===== config.mk =====
export PLATFORM = sky130hd
export DESIGN_NAME = sesf_top
export DESIGN_NICKNAME = d
export VERILOG_FILES = /design/src/sesf_pkg.sv /design/src/sesf_reg_if.sv /design/src/sesf_axil_slave.sv /design/src/sesf_top.sv
export SDC_FILE = /design/constraint.sdc
export NUM_CORES = 1
export LEC_CHECK = 0
export ABC_AREA = 1
export ABC_CLOCK_PERIOD_IN_PS = 1650
export BUFFER_PORTS_ARGS = -buffer_cell sky130_fd_sc_hd__buf_2
export CAP_MARGIN = 20
export CORE_MARGIN = 5
export CORE_UTILIZATION = 50
export DETAILED_ROUTE_END_ITERATION = 6
export HOLD_SLACK_MARGIN = 0.1
export PLACE_DENSITY = 0.82
export SETUP_SLACK_MARGIN = 0.4
export SYNTH_ARGS = -nofsm -noshare
export SYNTH_HDL_FRONTEND = slang
export SYNTH_HIERARCHICAL = 1
export SYNTH_SLANG_ARGS = --single-unit

===== constraint.sdc =====
create_clock -name CLK_SYS_I -period 1.65 [get_ports CLK_SYS_I]
set_input_delay 0.165 -clock CLK_SYS_I [delete_from_list [all_inputs] [get_ports CLK_SYS_I]]
set_output_delay 0.165 -clock CLK_SYS_I [all_outputs]
set_load 0.01 [all_outputs]

===== src/sesf_pkg.sv =====
// shared constants for the status word execution-state block
package sesf_pkg;
	// ---------------------------------------------------------------
	// register map (byte addresses)
	// ---------------------------------------------------------------
	localparam logic [7:0]  ADDR_COMBINED   = 8'h00;
	localparam logic [7:0]  ADDR_EXEC_VIEW  = 8'h04;
	localparam logic [7:0]  ADDR_INTR_VIEW  = 8'h08;
	localparam logic [7:0]  ADDR_CTRL       = 8'h0c;
	localparam logic [7:0]  ADDR_STAT       = 8'h10;
	// ---------------------------------------------------------------
	// field positions of the status word
	// ---------------------------------------------------------------
	localparam int          POS_ISA_STATE   = 24;
	localparam int          POS_COND_HI_LSB = 25;
	localparam int          POS_COND_LO_LSB = 10;
	localparam int          POS_RESUME_LSB  = 12;
	localparam int          EXC_W           = 6;
	localparam int          COND_W          = 8;
	localparam logic [31:0] MASK_EXEC_VIEW  = 32'h0700_fc00;
	localparam logic [31:0] MASK_INTR_VIEW  = 32'h0000_003f;
	localparam logic [31:0] MASK_RESERVED   = 32'h00ff_03c0;
	// ---------------------------------------------------------------
	// reset values
	// ---------------------------------------------------------------
	localparam logic        RST_ISA_STATE   = 1'b1;
	localparam logic [7:0]  RST_COND        = 8'h00;
	localparam logic [5:0]  RST_EXC_NUM     = 6'h00;
	// ---------------------------------------------------------------
	// control and status bits
	// ---------------------------------------------------------------
	localparam int          CTRL_LOCKUP_SEL = 0;
	localparam int          STAT_BAD_EXC    = 0;
	localparam int          STAT_LOCKUP     = 1;
	localparam int          STAT_RESUME     = 2;
	// ---------------------------------------------------------------
	// active exception numbers
	// ---------------------------------------------------------------
	localparam logic [5:0]  EXC_THREAD      = 6'h00;
	localparam logic [5:0]  EXC_NMI         = 6'h02;
	localparam logic [5:0]  EXC_HARD_FAULT  = 6'h03;
	localparam logic [5:0]  EXC_MEM_FAULT   = 6'h04;
	localparam logic [5:0]  EXC_BUS_FAULT   = 6'h05;
	localparam logic [5:0]  EXC_USAGE_FAULT = 6'h06;
	localparam logic [5:0]  EXC_SUPV_CALL   = 6'h0b;
	localparam logic [5:0]  EXC_PEND_SVC    = 6'h0e;
	localparam logic [5:0]  EXC_SYS_TICK    = 6'h0f;
	localparam logic [5:0]  EXC_IRQ_FIRST   = 6'h10;
	localparam logic [5:0]  EXC_IRQ_LAST    = 6'h3b;
	// ---------------------------------------------------------------
	// bus responses
	// ---------------------------------------------------------------
	localparam logic [1:0]  RESP_OKAY       = 2'b00;
	localparam logic [1:0]  RESP_SLVERR     = 2'b10;
endpackage


===== src/sesf_reg_if.sv =====
// register access carrier between bus slave and register file
interface sesf_reg_if;
	logic        wr_en;
	logic [7:0]  wr_addr;
	logic [31:0] wr_data;
	logic [3:0]  wr_strb;
	logic        wr_err;
	logic        rd_en;
	logic [7:0]  rd_addr;
	logic [31:0] rd_data;
	logic        rd_err;
	modport bus (output wr_en, wr_addr, wr_data, wr_strb, rd_en, rd_addr,
		input wr_err, rd_data, rd_err);
	modport regs (input wr_en, wr_addr, wr_data, wr_strb, rd_en, rd_addr,
		output wr_err, rd_data, rd_err);
endinterface


===== src/sesf_axil_slave.sv =====
// axi4-lite slave front end
module sesf_axil_slave
	import sesf_pkg::*;
(
	input  wire logic        clk_i,
	input  wire logic        rst_n_i,
	input  wire logic [7:0]  awaddr_i,
	input  wire logic        awvalid_i,
	output logic             awready_o,
	input  wire logic [31:0] wdata_i,
	input  wire logic [3:0]  wstrb_i,
	input  wire logic        wvalid_i,
	output logic             wready_o,
	output logic [1:0]       bresp_o,
	output logic             bvalid_o,
	input  wire logic        bready_i,
	input  wire logic [7:0]  araddr_i,
	input  wire logic        arvalid_i,
	output logic             arready_o,
	output logic [31:0]      rdata_o,
	output logic [1:0]       rresp_o,
	output logic             rvalid_o,
	input  wire logic        rready_i,
	sesf_reg_if.bus          reg_port
);
	logic        aw_held;
	logic        w_held;
	logic [7:0]  aw_addr;
	logic [31:0] w_data;
	logic [3:0]  w_strb;
	logic        do_write;

	assign awready_o = !aw_held && !bvalid_o;
	assign wready_o  = !w_held && !bvalid_o;
	assign arready_o = !rvalid_o;
	assign do_write  = aw_held && w_held && !bvalid_o;

	assign reg_port.wr_en   = do_write;
	assign reg_port.wr_addr = aw_addr;
	assign reg_port.wr_data = w_data;
	assign reg_port.wr_strb = w_strb;
	assign reg_port.rd_en   = arvalid_i && arready_o;
	assign reg_port.rd_addr = araddr_i;

	// ---------------------------------------------------------------
	// write channels, taken in either order
	// ---------------------------------------------------------------
	always_ff @(posedge clk_i or negedge rst_n_i) begin
		if (!rst_n_i) begin
			aw_held <= 1'b0;
			aw_addr <= 8'h00;
		end else if (awvalid_i && awready_o) begin
			aw_held <= 1'b1;
			aw_addr <= awaddr_i;
		end else if (do_write) begin
			aw_held <= 1'b0;
		end
	end

	always_ff @(posedge clk_i or negedge rst_n_i) begin
		if (!rst_n_i) begin
			w_held <= 1'b0;
			w_data <= 32'h0000_0000;
			w_strb <= 4'h0;
		end else if (wvalid_i && wready_o) begin
			w_held <= 1'b1;
			w_data <= wdata_i;
			w_strb <= wstrb_i;
		end else if (do_write) begin
			w_held <= 1'b0;
		end
	end

	always_ff @(posedge clk_i or negedge rst_n_i) begin
		if (!rst_n_i) begin
			bvalid_o <= 1'b0;
			bresp_o  <= RESP_OKAY;
		end else if (do_write) begin
			bvalid_o <= 1'b1;
			bresp_o  <= reg_port.wr_err ? RESP_SLVERR : RESP_OKAY;
		end else if (bready_i) begin
			bvalid_o <= 1'b0;
		end
	end

	// ---------------------------------------------------------------
	// read channel, one cycle to data
	// ---------------------------------------------------------------
	always_ff @(posedge clk_i or negedge rst_n_i) begin
		if (!rst_n_i) begin
			rvalid_o <= 1'b0;
			rdata_o  <= 32'h0000_0000;
			rresp_o  <= RESP_OKAY;
		end else if (reg_port.rd_en) begin
			rvalid_o <= 1'b1;
			rdata_o  <= reg_port.rd_data;
			rresp_o  <= reg_port.rd_err ? RESP_SLVERR : RESP_OKAY;
		end else if (rready_i) begin
			rvalid_o <= 1'b0;
		end
	end
endmodule


===== src/sesf_top.sv =====
// status word execution-state fields with register access
//
// Design decisions made here: the placing of the registers and the AXI4-Lite register port.
module sesf_top
	import sesf_pkg::*;
(
	input  wire logic        CLK_SYS_I,
	input  wire logic        RST_N_I,
	input  wire logic [7:0]  S_AXI_AWADDR_I,
	input  wire logic        S_AXI_AWVALID_I,
	output logic             S_AXI_AWREADY_O,
	input  wire logic [31:0] S_AXI_WDATA_I,
	input  wire logic [3:0]  S_AXI_WSTRB_I,
	input  wire logic        S_AXI_WVALID_I,
	output logic             S_AXI_WREADY_O,
	output logic [1:0]       S_AXI_BRESP_O,
	output logic             S_AXI_BVALID_O,
	input  wire logic        S_AXI_BREADY_I,
	input  wire logic [7:0]  S_AXI_ARADDR_I,
	input  wire logic        S_AXI_ARVALID_I,
	output logic             S_AXI_ARREADY_O,
	output logic [31:0]      S_AXI_RDATA_O,
	output logic [1:0]       S_AXI_RRESP_O,
	output logic             S_AXI_RVALID_O,
	input  wire logic        S_AXI_RREADY_I,
	input  wire logic        EXC_ENTRY_I,
	input  wire logic [5:0]  EXC_NUM_I,
	input  wire logic        VEC_BIT0_I,
	input  wire logic        EXC_RETURN_I,
	input  wire logic [31:0] STACKED_STATUS_WORD_I,
	input  wire logic        BRANCH_EXCHANGE_I,
	input  wire logic        BRANCH_TARGET_BIT0_I,
	input  wire logic        MT_SUSPEND_I,
	input  wire logic [3:0]  MT_NEXT_REG_I,
	input  wire logic        MT_RESUME_ACK_I,
	input  wire logic        COND_BLOCK_START_I,
	input  wire logic [7:0]  COND_BLOCK_STATE_I,
	input  wire logic        COND_BLOCK_ADVANCE_I,
	input  wire logic        EXEC_REQ_I,
	output logic             EXEC_GRANT_O,
	output logic             EXEC_FAULT_O,
	output logic             LOCKUP_O,
	output logic [31:0]      STACKED_STATUS_WORD_O,
	output logic             MT_RESUME_VALID_O,
	output logic [3:0]       MT_RESUME_REG_O,
	output logic             COND_ACTIVE_O,
	output logic [3:0]       COND_CODE_O
);
	sesf_reg_if reg_port ();

	logic        isa_state;
	logic [7:0]  cond_block_state;
	logic        held_xfer;
	logic [5:0]  active_exception_number;
	logic        lockup_sel;
	logic        bad_exc;
	logic [31:0] program_status_word;
	logic        exc_ok;
	logic        ret_held;
	logic        bad_try;

	sesf_axil_slave u_slave (
		.clk_i     (CLK_SYS_I),
		.rst_n_i   (RST_N_I),
		.awaddr_i  (S_AXI_AWADDR_I),
		.awvalid_i (S_AXI_AWVALID_I),
		.awready_o (S_AXI_AWREADY_O),
		.wdata_i   (S_AXI_WDATA_I),
		.wstrb_i   (S_AXI_WSTRB_I),
		.wvalid_i  (S_AXI_WVALID_I),
		.wready_o  (S_AXI_WREADY_O),
		.bresp_o   (S_AXI_BRESP_O),
		.bvalid_o  (S_AXI_BVALID_O),
		.bready_i  (S_AXI_BREADY_I),
		.araddr_i  (S_AXI_ARADDR_I),
		.arvalid_i (S_AXI_ARVALID_I),
		.arready_o (S_AXI_ARREADY_O),
		.rdata_o   (S_AXI_RDATA_O),
		.rresp_o   (S_AXI_RRESP_O),
		.rvalid_o  (S_AXI_RVALID_O),
		.rready_i  (S_AXI_RREADY_I),
		.reg_port  (reg_port)
	);

	// ---------------------------------------------------------------
	// combined word assembly
	// ---------------------------------------------------------------
	always_comb begin
		program_status_word = 32'h0000_0000;
		program_status_word[POS_ISA_STATE] = isa_state;
		program_status_word[POS_COND_HI_LSB +: 2] = cond_block_state[1:0];
		program_status_word[POS_COND_LO_LSB +: 6] = cond_block_state[7:2];
		program_status_word[EXC_W-1:0] = active_exception_number;
	end

	// reserved numbers: 0x01, 0x07-0x0a, 0x0c, 0x0d, above 0x3b
	always_comb begin
		exc_ok = 1'b1;
		if (EXC_NUM_I == 6'h01) begin
			exc_ok = 1'b0;
		end else if (EXC_NUM_I > EXC_USAGE_FAULT && EXC_NUM_I < EXC_SUPV_CALL) begin
			exc_ok = 1'b0;
		end else if (EXC_NUM_I > EXC_SUPV_CALL && EXC_NUM_I < EXC_PEND_SVC) begin
			exc_ok = 1'b0;
		end else if (EXC_NUM_I > EXC_IRQ_LAST) begin
			exc_ok = 1'b0;
		end
	end

	// restored word carries a continuable transfer when 26:25, 11:10 are zero and 15:12 is nonzero
	assign ret_held = STACKED_STATUS_WORD_I[POS_COND_HI_LSB +: 2] == 2'b00
		&& STACKED_STATUS_WORD_I[POS_COND_LO_LSB +: 2] == 2'b00
		&& STACKED_STATUS_WORD_I[POS_RESUME_LSB +: 4] != 4'h0;

	// entry stacks the live word, folding in a suspension of the same cycle
	always_comb begin
		STACKED_STATUS_WORD_O = program_status_word;
		if (MT_SUSPEND_I) begin
			STACKED_STATUS_WORD_O[POS_COND_HI_LSB +: 2] = 2'b00;
			STACKED_STATUS_WORD_O[POS_COND_LO_LSB +: 6] = {MT_NEXT_REG_I, 2'b00};
		end
	end

	// ---------------------------------------------------------------
	// instruction-set state bit
	// ---------------------------------------------------------------
	always_ff @(posedge CLK_SYS_I or negedge RST_N_I) begin
		if (!RST_N_I) begin
			isa_state <= RST_ISA_STATE;
		end else if (EXC_ENTRY_I && exc_ok) begin
			isa_state <= VEC_BIT0_I;
		end else if (EXC_RETURN_I) begin
			isa_state <= STACKED_STATUS_WORD_I[POS_ISA_STATE];
		end else if (BRANCH_EXCHANGE_I) begin
			isa_state <= BRANCH_TARGET_BIT0_I;
		end
	end

	// ---------------------------------------------------------------
	// continuable transfer and block state
	// ---------------------------------------------------------------
	always_ff @(posedge CLK_SYS_I or negedge RST_N_I) begin
		if (!RST_N_I) begin
			cond_block_state <= RST_COND;
			held_xfer        <= 1'b0;
		end else if (EXC_ENTRY_I && exc_ok) begin
			cond_block_state <= RST_COND;
			held_xfer        <= 1'b0;
		end else if (EXC_RETURN_I) begin
			cond_block_state <= {STACKED_STATUS_WORD_I[POS_COND_LO_LSB +: 6],
				STACKED_STATUS_WORD_I[POS_COND_HI_LSB +: 2]};
			held_xfer        <= ret_held;
		// record next operand, low bits zero
		end else if (MT_SUSPEND_I) begin
			cond_block_state <= {MT_NEXT_REG_I, 4'h0};
			held_xfer        <= 1'b1;
		end else if (MT_RESUME_ACK_I && held_xfer) begin
			cond_block_state <= RST_COND;
			held_xfer        <= 1'b0;
		end else if (COND_BLOCK_START_I) begin
			cond_block_state <= COND_BLOCK_STATE_I;
			held_xfer        <= 1'b0;
		end else if (COND_BLOCK_ADVANCE_I && !held_xfer) begin
			if (cond_block_state[2:0] == 3'b000) begin
				cond_block_state <= RST_COND;
			end else begin
				cond_block_state[4:0] <= {cond_block_state[3:0], 1'b0};
			end
		end
	end

	assign COND_ACTIVE_O = !held_xfer && cond_block_state[3:0] != 4'h0;
	assign COND_CODE_O   = cond_block_state[7:4];
	assign MT_RESUME_VALID_O = held_xfer;
	assign MT_RESUME_REG_O   = cond_block_state[7:4];

	// ---------------------------------------------------------------
	// active exception number
	// ---------------------------------------------------------------
	always_ff @(posedge CLK_SYS_I or negedge RST_N_I) begin
		if (!RST_N_I) begin
			active_exception_number <= RST_EXC_NUM;
		end else if (EXC_ENTRY_I && exc_ok) begin
			active_exception_number <= EXC_NUM_I;
		end else if (EXC_RETURN_I) begin
			active_exception_number <= STACKED_STATUS_WORD_I[EXC_W-1:0];
		end
	end

	// ---------------------------------------------------------------
	// execution gate, fault and lockup
	// ---------------------------------------------------------------
	assign bad_try = EXEC_REQ_I && !isa_state && !LOCKUP_O;
	// no execution with the state bit clear
	assign EXEC_GRANT_O = EXEC_REQ_I && isa_state && !LOCKUP_O;

	always_ff @(posedge CLK_SYS_I or negedge RST_N_I) begin
		if (!RST_N_I) begin
			EXEC_FAULT_O <= 1'b0;
			LOCKUP_O     <= 1'b0;
		end else begin
			// fault, or lockup when selected or already in hard fault or NMI
			EXEC_FAULT_O <= bad_try && !lockup_sel
				&& active_exception_number != EXC_HARD_FAULT
				&& active_exception_number != EXC_NMI;
			if (bad_try && (lockup_sel || active_exception_number == EXC_HARD_FAULT
				|| active_exception_number == EXC_NMI)) begin
				LOCKUP_O <= 1'b1;
			end
		end
	end

	// ---------------------------------------------------------------
	// software registers
	// ---------------------------------------------------------------
	always_ff @(posedge CLK_SYS_I or negedge RST_N_I) begin
		if (!RST_N_I) begin
			lockup_sel <= 1'b0;
		end else if (reg_port.wr_en && reg_port.wr_addr == ADDR_CTRL
			&& reg_port.wr_strb[0]) begin
			lockup_sel <= reg_port.wr_data[CTRL_LOCKUP_SEL];
		end
	end

	// set wins over the write-one clear
	always_ff @(posedge CLK_SYS_I or negedge RST_N_I) begin
		if (!RST_N_I) begin
			bad_exc <= 1'b0;
		end else if (EXC_ENTRY_I && !exc_ok) begin
			bad_exc <= 1'b1;
		end else if (reg_port.wr_en && reg_port.wr_addr == ADDR_STAT
			&& reg_port.wr_strb[0] && reg_port.wr_data[STAT_BAD_EXC]) begin
			bad_exc <= 1'b0;
		end
	end

	// status word views accept writes and change nothing
	always_comb begin
		reg_port.wr_err = 1'b0;
		if (reg_port.wr_addr[1:0] != 2'b00) begin
			reg_port.wr_err = 1'b1;
		end else if (reg_port.wr_addr > ADDR_STAT) begin
			reg_port.wr_err = 1'b1;
		end
	end

	// views mask the fields they do not carry
	always_comb begin
		reg_port.rd_data = 32'h0000_0000;
		reg_port.rd_err  = 1'b0;
		if (reg_port.rd_addr == ADDR_COMBINED) begin
			reg_port.rd_data = program_status_word & ~MASK_RESERVED;
		end else if (reg_port.rd_addr == ADDR_EXEC_VIEW) begin
			reg_port.rd_data = program_status_word & MASK_EXEC_VIEW;
		end else if (reg_port.rd_addr == ADDR_INTR_VIEW) begin
			reg_port.rd_data = program_status_word & MASK_INTR_VIEW;
		end else if (reg_port.rd_addr == ADDR_CTRL) begin
			reg_port.rd_data[CTRL_LOCKUP_SEL] = lockup_sel;
		end else if (reg_port.rd_addr == ADDR_STAT) begin
			reg_port.rd_data[STAT_BAD_EXC] = bad_exc;
			reg_port.rd_data[STAT_LOCKUP]  = LOCKUP_O;
			reg_port.rd_data[STAT_RESUME]  = held_xfer;
		end else begin
			reg_port.rd_err = 1'b1;
		end
	end
endmodule


-- Word-level counts from Yosys, hierarchy flattened
Cells that the tools add are included.
- order comparisons: 6
- eq/ne operators: 11
- mux-type cells: 49
- reduce and logical (&&, ||, !) cells: 58
- operators by type and width (operator ; number):
    $mux 32 ; 2
    $mux 8 ; 6
    $logic_and 1x1->1 ; 29
    $mux 1 ; 29
    $eq 8x4->1 const B ; 3
    $mux 6 ; 3
    $eq 8x5->1 const B ; 2
    $reduce_bool 2->1 ; 7
    $eq 6x2->1 const B ; 2
    $lt 6x4->1 const B ; 2
    $mux 3 ; 4
    $ne 6x2->1 const B ; 2
    $reduce_bool 6->1 ; 2
    $logic_not 1->1 ; 9
    $eq 8x3->1 const B ; 1
    $gt 8x5->1 const B ; 1
    $logic_not 8->1 ; 1
    $mux 2 ; 4
    $reduce_bool 4->1 ; 2
    $eq 6x1->1 const B ; 1
    $gt 6x3->1 const B ; 1
    $gt 6x4->1 const B ; 1
    $gt 6x6->1 const B ; 1
    $mux 5 ; 1
    other kinds (6) ; 8
- register bits after elaboration: 70
- input port bits: 119
- output and inout bits: 86
- word-level logic and storage cells: 143

-- Logic depth before layout (Yosys ltp)
Gate-level depths: netlist of the first run.
- depth after elaboration: 8
- mapped depth: 10
- gate-level depth less buffers: 10

-- Hierarchy
The synthesis of the first run kept the hierarchy.
- modules (own cells, without submodules) (module ; instances ; cells an instance ; area an instance (sq um) ; sequential area each (sq um)):
    sesf_axil_slave ; 1 ; 362 ; 3348.2 ; 2052.0
    sesf_top ; 1 ; 293 ; 1860.5 ; 501.7

-- Worst setup path before layout of the first run
Ideal clock, no wire load.
- kind: register to register
- start point: register u_slave.bvalid_o
- end point: register lockup_sel
- library setup time: 0.077 ns
- arrival time: 1.263 ns
- required time: 1.573 ns
- path slack: 0.310 ns
- stages on the path, launching flop included: 8
- buffers on the path: 0
- clock period less this slack: 1.340 ns
- cell sequence: dfrtp_1 inv_1 nand3_1 inv_1 nand2_1 nor4_1 nor2_1 a21oi_1
- word-level cells in the longest chain between the ends: 4
- RTL lines (item ; RTL line ; text):
    start: declaration ; sesf_axil_slave.sv:15 ; output logic bvalid_o,
    start signal: assignment ; sesf_axil_slave.sv:76 ; bvalid_o <= 1'b0;
    start signal: assignment ; sesf_axil_slave.sv:79 ; bvalid_o <= 1'b1;
    start signal: assignment ; sesf_axil_slave.sv:82 ; bvalid_o <= 1'b0;
    $logic_not 1->1 ; sesf_axil_slave.sv:36 ; assign do_write = aw_held && w_held && !bvalid_o;
    $logic_and 1x1->1 ; sesf_axil_slave.sv:36 ;
    via reg_port.wr_en ; sesf_reg_if.sv:3 ; logic wr_en;
    $logic_and 1x1->1 ; sesf_top.sv:219 ; end else if (reg_port.wr_en && reg_port.wr_addr == ADDR_CTRL
    $logic_and 1x1->1 ; sesf_top.sv:220 ; && reg_port.wr_strb[0]) begin
    end signal: assignment ; sesf_top.sv:221 ; lockup_sel <= reg_port.wr_data[CTRL_LOCKUP_SEL];
    end: declaration ; sesf_top.sv:55 ; logic lockup_sel;
The timed path passes the listed nets, and every way through them passes these cells.
A chain may end at the register's enable or synchronous reset.

-- Worst setup path in the final report of the first run
- start point: register cond_block_state[0]
- end point: output port COND_ACTIVE_O
- word-level cells in the longest chain between the ends: 2
- RTL lines (item ; RTL line ; text):
    start: declaration ; sesf_top.sv:52 ; logic [7:0] cond_block_state;
    start signal: assignment ; sesf_top.sv:150 ; cond_block_state <= {STACKED_STATUS_WORD_I[POS_COND_LO_LSB +: 6],
    start signal: assignment ; sesf_top.sv:155 ; cond_block_state <= {MT_NEXT_REG_I, 4'h0};
    start signal: assignment ; sesf_top.sv:167 ; cond_block_state[4:0] <= {cond_block_state[3:0], 1'b0};
    $reduce_bool 4->1 ; sesf_top.sv:172 ; assign COND_ACTIVE_O = !held_xfer && cond_block_state[3:0] != 4'h0;
    $logic_and 1x1->1 ; sesf_top.sv:172 ;
    end: declaration ; sesf_top.sv:46 ; output logic COND_ACTIVE_O,
Every way passes these cells.

==> run_results.csv, run 1 <==
group,metric,value,unit
run,drv_cap,0,
floorplanning,die_h,97.8,um
detailed_routing,drt-total-wl,11100,um
detailed_routing,ant_nets,0,
place,gp_congestion,0.907,
place,hpwlAfterDp,7330,um
grt,grt_pass1_wl,17700,um
worst_hold_path,hold_path.class,"input port to register",
cts,cts_tree,"done",
run_status,status,"completed",
timing,skew,10.0,ps
pwr,leakagePower,0.00299,uW
cts,cts_buffers,9,
detailed_routing,vias,3890,
pwr,power_density,1100,nW/um^2
floorplanning,fp-row-count,32,
cts,clk_pin_slew_worst_paths,70,ps
timing,tns,0,ps
setup_path,critPathKind,"register to output pin",
layout,diodes,0,
timing,fmaxAchievable,729,MHz
floorplanning,io_pins,205,
cts,clk_latency,340,ps
grt,overflow,0,
setup_path,critPathMaxFanout,2,
setup_path,worstSetupStartpointType,"register",
layout,nNetsFinal,813,
setup_path,critPathCaptureType,"output pin",
timing,setup_slack,278,ps
grt,grt_max_degree,69,
detailed_routing,drt-met1-wl,4350,um
floorplanning,die_width,97.8,um
detailed_routing,avgViaCountPerCell,4.86,
pwr,ir_drop,0.721,mV
floorplanning,core_area,7610,um^2
detailed_routing,top_layer,"met4",
grt,grt_use_total,0.226,
cts,root_buffer,"clkbuf_8",
detailed_routing,drtIter0Drc,178,
layout,stdcell_area,5260,um^2
setup_path,arrival,1210,ps
timing,rsz0062_at_grt,"yes",
layout,drive_above_1_share,0.330,
grt,grt_pass1_vias,3737,
detailed_routing,first_pass_iters,4,
cts,clock_path_buffers,2,
setup_path,worstPathRequired,1480,ps
place,place_area,4400,um^2
timing,min_period,1370,ps
place,io_buffers,134,
synthesis,syn_inst,515,
floorplanning,die_area,9560,um^2
timing,slew_violations,0,
cts,cts_sinks,68,
timing,hold_viol,0,
detailed_routing,wl_met2,5860,um
synthesis,syn_area_per_cell,7.48,um^2
detailed_routing,wl_met3,617,um
cts,htreeDepth,3,
place,pre_cts_ws,305,ps
synthesis,ys_warn_count,6,
timing,setup_viol,0,
synthesis,syn_area,3850,um^2
grt,antenna_found_initial,0,
layout,area_growth,36.7,%
detailed_routing,wl_per_cell,13.9,um
floorplanning,initial_core_util,0.506,
timing,fin_hold_ws,128,ps
detailed_routing,drc,0,
timing,fin_crit_sh,0.832,
layout,utilization,0.692,
## flip-flops by register name (all words and copies together), names as in the netlist
name and count:
u_slave/aw_held 1, u_slave/w_held 1, u_slave/rvalid_o 1, u_slave/bresp_o 1, isa_state 1, lockup_sel 1
u_slave/bvalid_o 1, u_slave/rresp_o 1, MT_RESUME_VALID_O 1, u_slave/rdata_o 32, cond_block_state 8, LOCKUP_O 1
u_slave/reg_port.wr_addr 8, EXEC_FAULT_O 1, active_exception_number 6, u_slave/reg_port.wr_data 1, bad_exc 1, u_slave/reg_port.wr_strb 1
## layer usage
layer / vias to the layer above / global-route usage
met5: - / 0
met2: 140 / 0.399
met3: 28 / 0.0357
met4: 0 / 0.106
met1: 1808 / 0.271
li1: 1914 / -
## cell type report
| cell class | count | area (um^2) |
|---|---|---|
| sequential | 68 | 1710 |
| inverter | 50 | 190 |
| tap | 102 | 128 |
| multi-input combinational | 373 | 1750 |
| clock inverter | 7 | 139 |
| timing repair buffer | 192 | 1220 |
| fill | 635 | 2340 |
| clock buffer | 9 | 124 |
## report_power, final
part / total [uW] / switching, uW / internal (uW)
clock network: 1810 / 654 / 1150
logic: 1730 / 993 / 738
registers: 2270 / 283 / 1980
## per-stage QoR
stage / total power (uW) / std cells
5_1_grt: 6120 / 801
3_5_place_dp: 3570 / 732
3_3_place_gp: 3510 / 732
6_report: 5800 / 801
4_1_cts: 5650 / 794
2_1_floorplan: 3260 / 549
## worst paths after layout
kind | start | endpoint | slack (ps) | depth (start not counted)
setup reg to reg | MT_RESUME_VALID_O$_DFFE_PN0P_ | MT_RESUME_VALID_O$_DFFE_PN0P_ | 290 | 10
setup / recovery | cond_block_state[0]$_DFFE_PN0P_ | COND_ACTIVE_O | 280 | 5
max in group asynchronous | RST_N_I | isa_state$_DFFE_PN1P_ | 930 | 3
hold reg to reg | u_slave/reg_port.wr_addr[0]$_DFFE_PN0P_ | u_slave/reg_port.wr_addr[0]$_DFFE_PN0P_ | 480 | 2
min in group asynchronous | RST_N_I | u_slave/reg_port.wr_addr[5]$_DFFE_PN0P_ | 390 | 3
hold / removal | EXC_NUM_I[2] | active_exception_number[2]$_DFFE_PN0P_ | 130 | 3
## layout by cell type, fill, tap and decap left out, drive strengths merged
master / instances
clkinv: 3
nand2: 192
conb: 36
nor3: 7
nand3: 46
nor4: 2
buf: 165
clkbuf: 9
o21ai: 11
a21oi: 6
o22ai: 3
inv: 50
a31oi: 1
dfstp: 1
and2: 1
or2: 2
dfrtp: 67
dlygate4sd3: 27
o31ai: 1
nand4: 16
bufinv: 4
o211ai: 7
nor2: 42
## timing repair
| action | 4_1_cts | 5_1_grt |
|---|---|---|
| endpoints found under the hold margin | 89 | 0 |
| hold buffers | 27 | 0 |
| buffers inserted | 19 | 7 |
| resized for setup | 20 | 26 |
| pin swaps | 5 | 14 |
| cloned | 0 | 0 |
| endpoints found under the setup margin | 23 | 27 |
## worst max-delay path: stages, from the launching register on
cell	delay [ps]
dfrtp_1	370
inv_2	60
nand3_2	80
inv_2	50
a21oi_2	160
buf_2	150
Note: power is estimated with default switching activity, not from simulation.
==> run 2, diff against run 1 <==
--- a/config.mk
+++ b/config.mk
@@ -6,7 +6,7 @@
 export NUM_CORES = 1
 export LEC_CHECK = 0
 export ABC_AREA = 1
-export ABC_CLOCK_PERIOD_IN_PS = 1650
+export ABC_CLOCK_PERIOD_IN_PS = 1370
 export BUFFER_PORTS_ARGS = -buffer_cell sky130_fd_sc_hd__buf_2
 export CAP_MARGIN = 20
 export CORE_MARGIN = 5
==> constraint.sdc (replaced) <==
create_clock -name CLK_SYS_I -period 1.37 [get_ports CLK_SYS_I]
set_input_delay 0.137 -clock CLK_SYS_I [delete_from_list [all_inputs] [get_ports CLK_SYS_I]]
set_output_delay 0.137 -clock CLK_SYS_I [all_outputs]
set_load 0.01 [all_outputs]
==> run 2 against run 1 <==
- count of clock-buffer cells in the layout rose by 1
- sequential power grew 25%
- core utilization grew 20 points
- the flow now finishes with violations (negative setup slack)
- critical path type is now register to register
- setup slack worse by 370 ps
- clock skew is essentially flat
- non-clock buffer count increased by 85
- die area unchanged
- via count increased by 25%
- first-iteration DRC count grew to 2.6 times the previous value
==> run_results.csv, run 2 (same netlist as run 1, synthesis figures left out) <==
group,metric,value,unit
detailed_routing,wl_per_cell,19.5,um
timing,fin_crit_sh,1.07,
layout,final_cell_mix,"nand2_1, buf_2, buf_4, dfrtp_1, nand2_2",
timing,hold_viol,0,
timing,fin_hold_ws,162,ps
layout,area_growth,76.0,%
timing,slew_violations,0,
cts,clk_latency,350,ps
cts,htreeDepth,3,
timing,min_period,1460,ps
detailed_routing,ant_nets,0,
detailed_routing,drt-total-wl,17300,um
detailed_routing,avgViaCountPerCell,5.46,
place,dpl.cell_count,739,
layout,nNetsFinal,902,
timing,fmaxAchievable,685,MHz
pwr,leakagePower,0.00368,uW
pwr,ir_drop,1.02,mV
timing,setup_viol,8,
setup_path,critPathKind,"register to register",
cts,root_buffer,"clkbuf_8",
layout,final_cell_count_no_fill,890,
floorplanning,die_width,97.8,um
setup_path,cpMostUsedCell,"nand2_2",
cts,clk_pin_slew_worst_paths,80,ps
grt,grt_pass1_vias,4410,
grt,antenna_found_initial,0,
grt,grt_max_degree,69,
setup_path,reg2reg_setup_slack,-90,ps
grt,overflow,0,
cts,clock_path_buffers,2,
detailed_routing,first_pass_iters,5,
run_status,violations,"negative setup slack",
layout,top_register,"u_slave/rdata_o",
layout,diodes,0,
setup_path,critPathMaxFanout,4,
timing,skew,9.69,ps
setup_path,cp_slowest_cell,"dfrtp_1",
layout,drive_above_1_share,0.525,
layout,largest_reg_flops,32,
place,hpwlAfterDp,7250,um
cts,cts_sinks,68,
setup_path,crit_chain,"nand2_2 > nand2_2 > inv_2 > nand2_4 > nor2_4 > buf_4 > buf_6 > nand4_1 > nand2_1",
floorplanning,die_h,97.8,um
layout,final_common_cell,"nand2_1",
setup_path,worstPathRequired,1660,ps
layout,nFillCells,307,
detailed_routing,drc,0,
detailed_routing,vias,4855,
pwr,power_density,1240,nW/um^2
run,drv_cap,0,
timing,setup_slack,-90.5,ps
setup_path,worst_r2r_path_depth,9,
cts,cts_buffers,9,
floorplanning,fp-row-count,32,
cts,cts_tree,"done",
setup_path,critPathCaptureType,"register",
setup_path,reg2reg_from,"MT_RESUME_VALID_O$_DFFE_PN0P_",
floorplanning,die_area,9560,um^2
run_status,status,"finished with violations",
setup_path,reg2reg_to,"cond_block_state[6]$_DFFE_PN0P_",
floorplanning,core_area,7610,um^2
setup_path,worstSetupStartpoint,"MT_RESUME_VALID_O$_DFFE_PN0P_",
floorplanning,io_pins,205,
detailed_routing,drtIter0Drc,462,
grt,grt_pass1_wl,20700,um
grt,grt_use_total,0.264,
place,io_buffers,134,
floorplanning,initial_core_util,0.506,
setup_path,crit_end,"cond_block_state[6]$_DFFE_PN0P_",
place,gp_congestion,0.945,
setup_path,arrival,1750,ps
setup_path,critPathMaxStageDelay,420,ps
timing,rsz0062_at_grt,"yes",
worst_hold_path,hold_path.class,"input port to register",
setup_path,worstSetupStartpointType,"register",
[run 2: changes by cell type in the layout (fill, tap and decap cells not counted), sizes merged]
| cell | before | now |
|---|---|---|
| buf | 165 | 245 |
| dlygate4sd3 | 27 | 31 |
| bufinv | 4 | 2 |
| clkbuf | 9 | 11 |
| clkinvlp | 0 | 2 |
| inv | 50 | 52 |
| nand2 | 192 | 193 |
[run 2: worst max-delay path, delay by kind of cell (launching register included)]
family	cells	cell delay, ps
buf+inv	3	340
flops	1	420
simple gates	6	630
[run 2: cell type report]
class                   count  area (um^2)  area share
multi-input cells         374         2220       0.328
clock inverters             6         88.8      0.0131
inverters                  50          214      0.0316
clock buffers              10          128      0.0188
flip-flops and latches     68         1710       0.252
repair inverters            3         33.8     0.00499
repair buffers            277         2250       0.333
well taps                 102          128      0.0188
[run 2: worst min path at each step]
stage | cells past startpoint | start | slack [ps] | endpoint
after CTS | 3 | S_AXI_AWVALID_I | 120 | u_slave/reg_port.wr_addr[5]$_DFFE_PN0P_
after detailed placement | 2 | RST_N_I | 180 | u_slave/reg_port.wr_addr[6]$_DFFE_PN0P_
after global placement | 2 | RST_N_I | 180 | u_slave/reg_port.wr_addr[1]$_DFFE_PN0P_
final | 5 | EXC_ENTRY_I | 160 | isa_state$_DFFE_PN1P_
after global routing | 3 | EXC_ENTRY_I | 200 | bad_exc$_DFFE_PN0P_
after floorplan | 0 | RST_N_I | -160 | EXEC_FAULT_O$_DFF_PN0_
[run 2: repair_timing]
| item | CTS | global route |
|---|---|---|
| cloned | 3 | 5 |
| resized for setup | 73 | 150 |
| pin swaps | 21 | 61 |
| hold buffers | 31 | 0 |
| hold endpoints to repair | 90 | 0 |
| buffers inserted | 56 | 40 |
| endpoints found under the setup margin | 118 | 133 |
[run 2: stage by stage]
| step | util | setup slack, ps | TNS (ps) | area (um^2) | power (uW) |
|---|---|---|---|---|---|
| after floorplan | - | 105 | 0 | 4070 | 4020 |
| after global placement | 0.593 | 144 | 0 | 4510 | 4330 |
| after detailed placement | 0.593 | 91.5 | 0 | 4510 | 4390 |
| after CTS | 0.768 | 0.0354 | 0 | 5840 | 7080 |
| after global routing | 0.891 | -105 | -660 | 6780 | 8680 |
| final | 0.891 | -90.5 | -300 | 6780 | 8370 |
[run 2: metal layers]
metal  track usage  wire length (um)  vias up  share of wire
met1         0.295              5670     2288           0.33
li1              -                 -     2093              -
met5             0                 0        -              0
met2         0.491              9230      357           0.53
met4         0.124              1210        0          0.070
met3        0.0393              1220      117          0.070
[run 2: report_power, final]
| part | total [uW] | internal (uW) | switching, uW |
|---|---|---|---|
| combinational | 3630 | 1740 | 1890 |
| clock | 1910 | 1030 | 879 |
| sequential | 2830 | 2390 | 440 |
| total | 8370 | 5160 | 3210 |
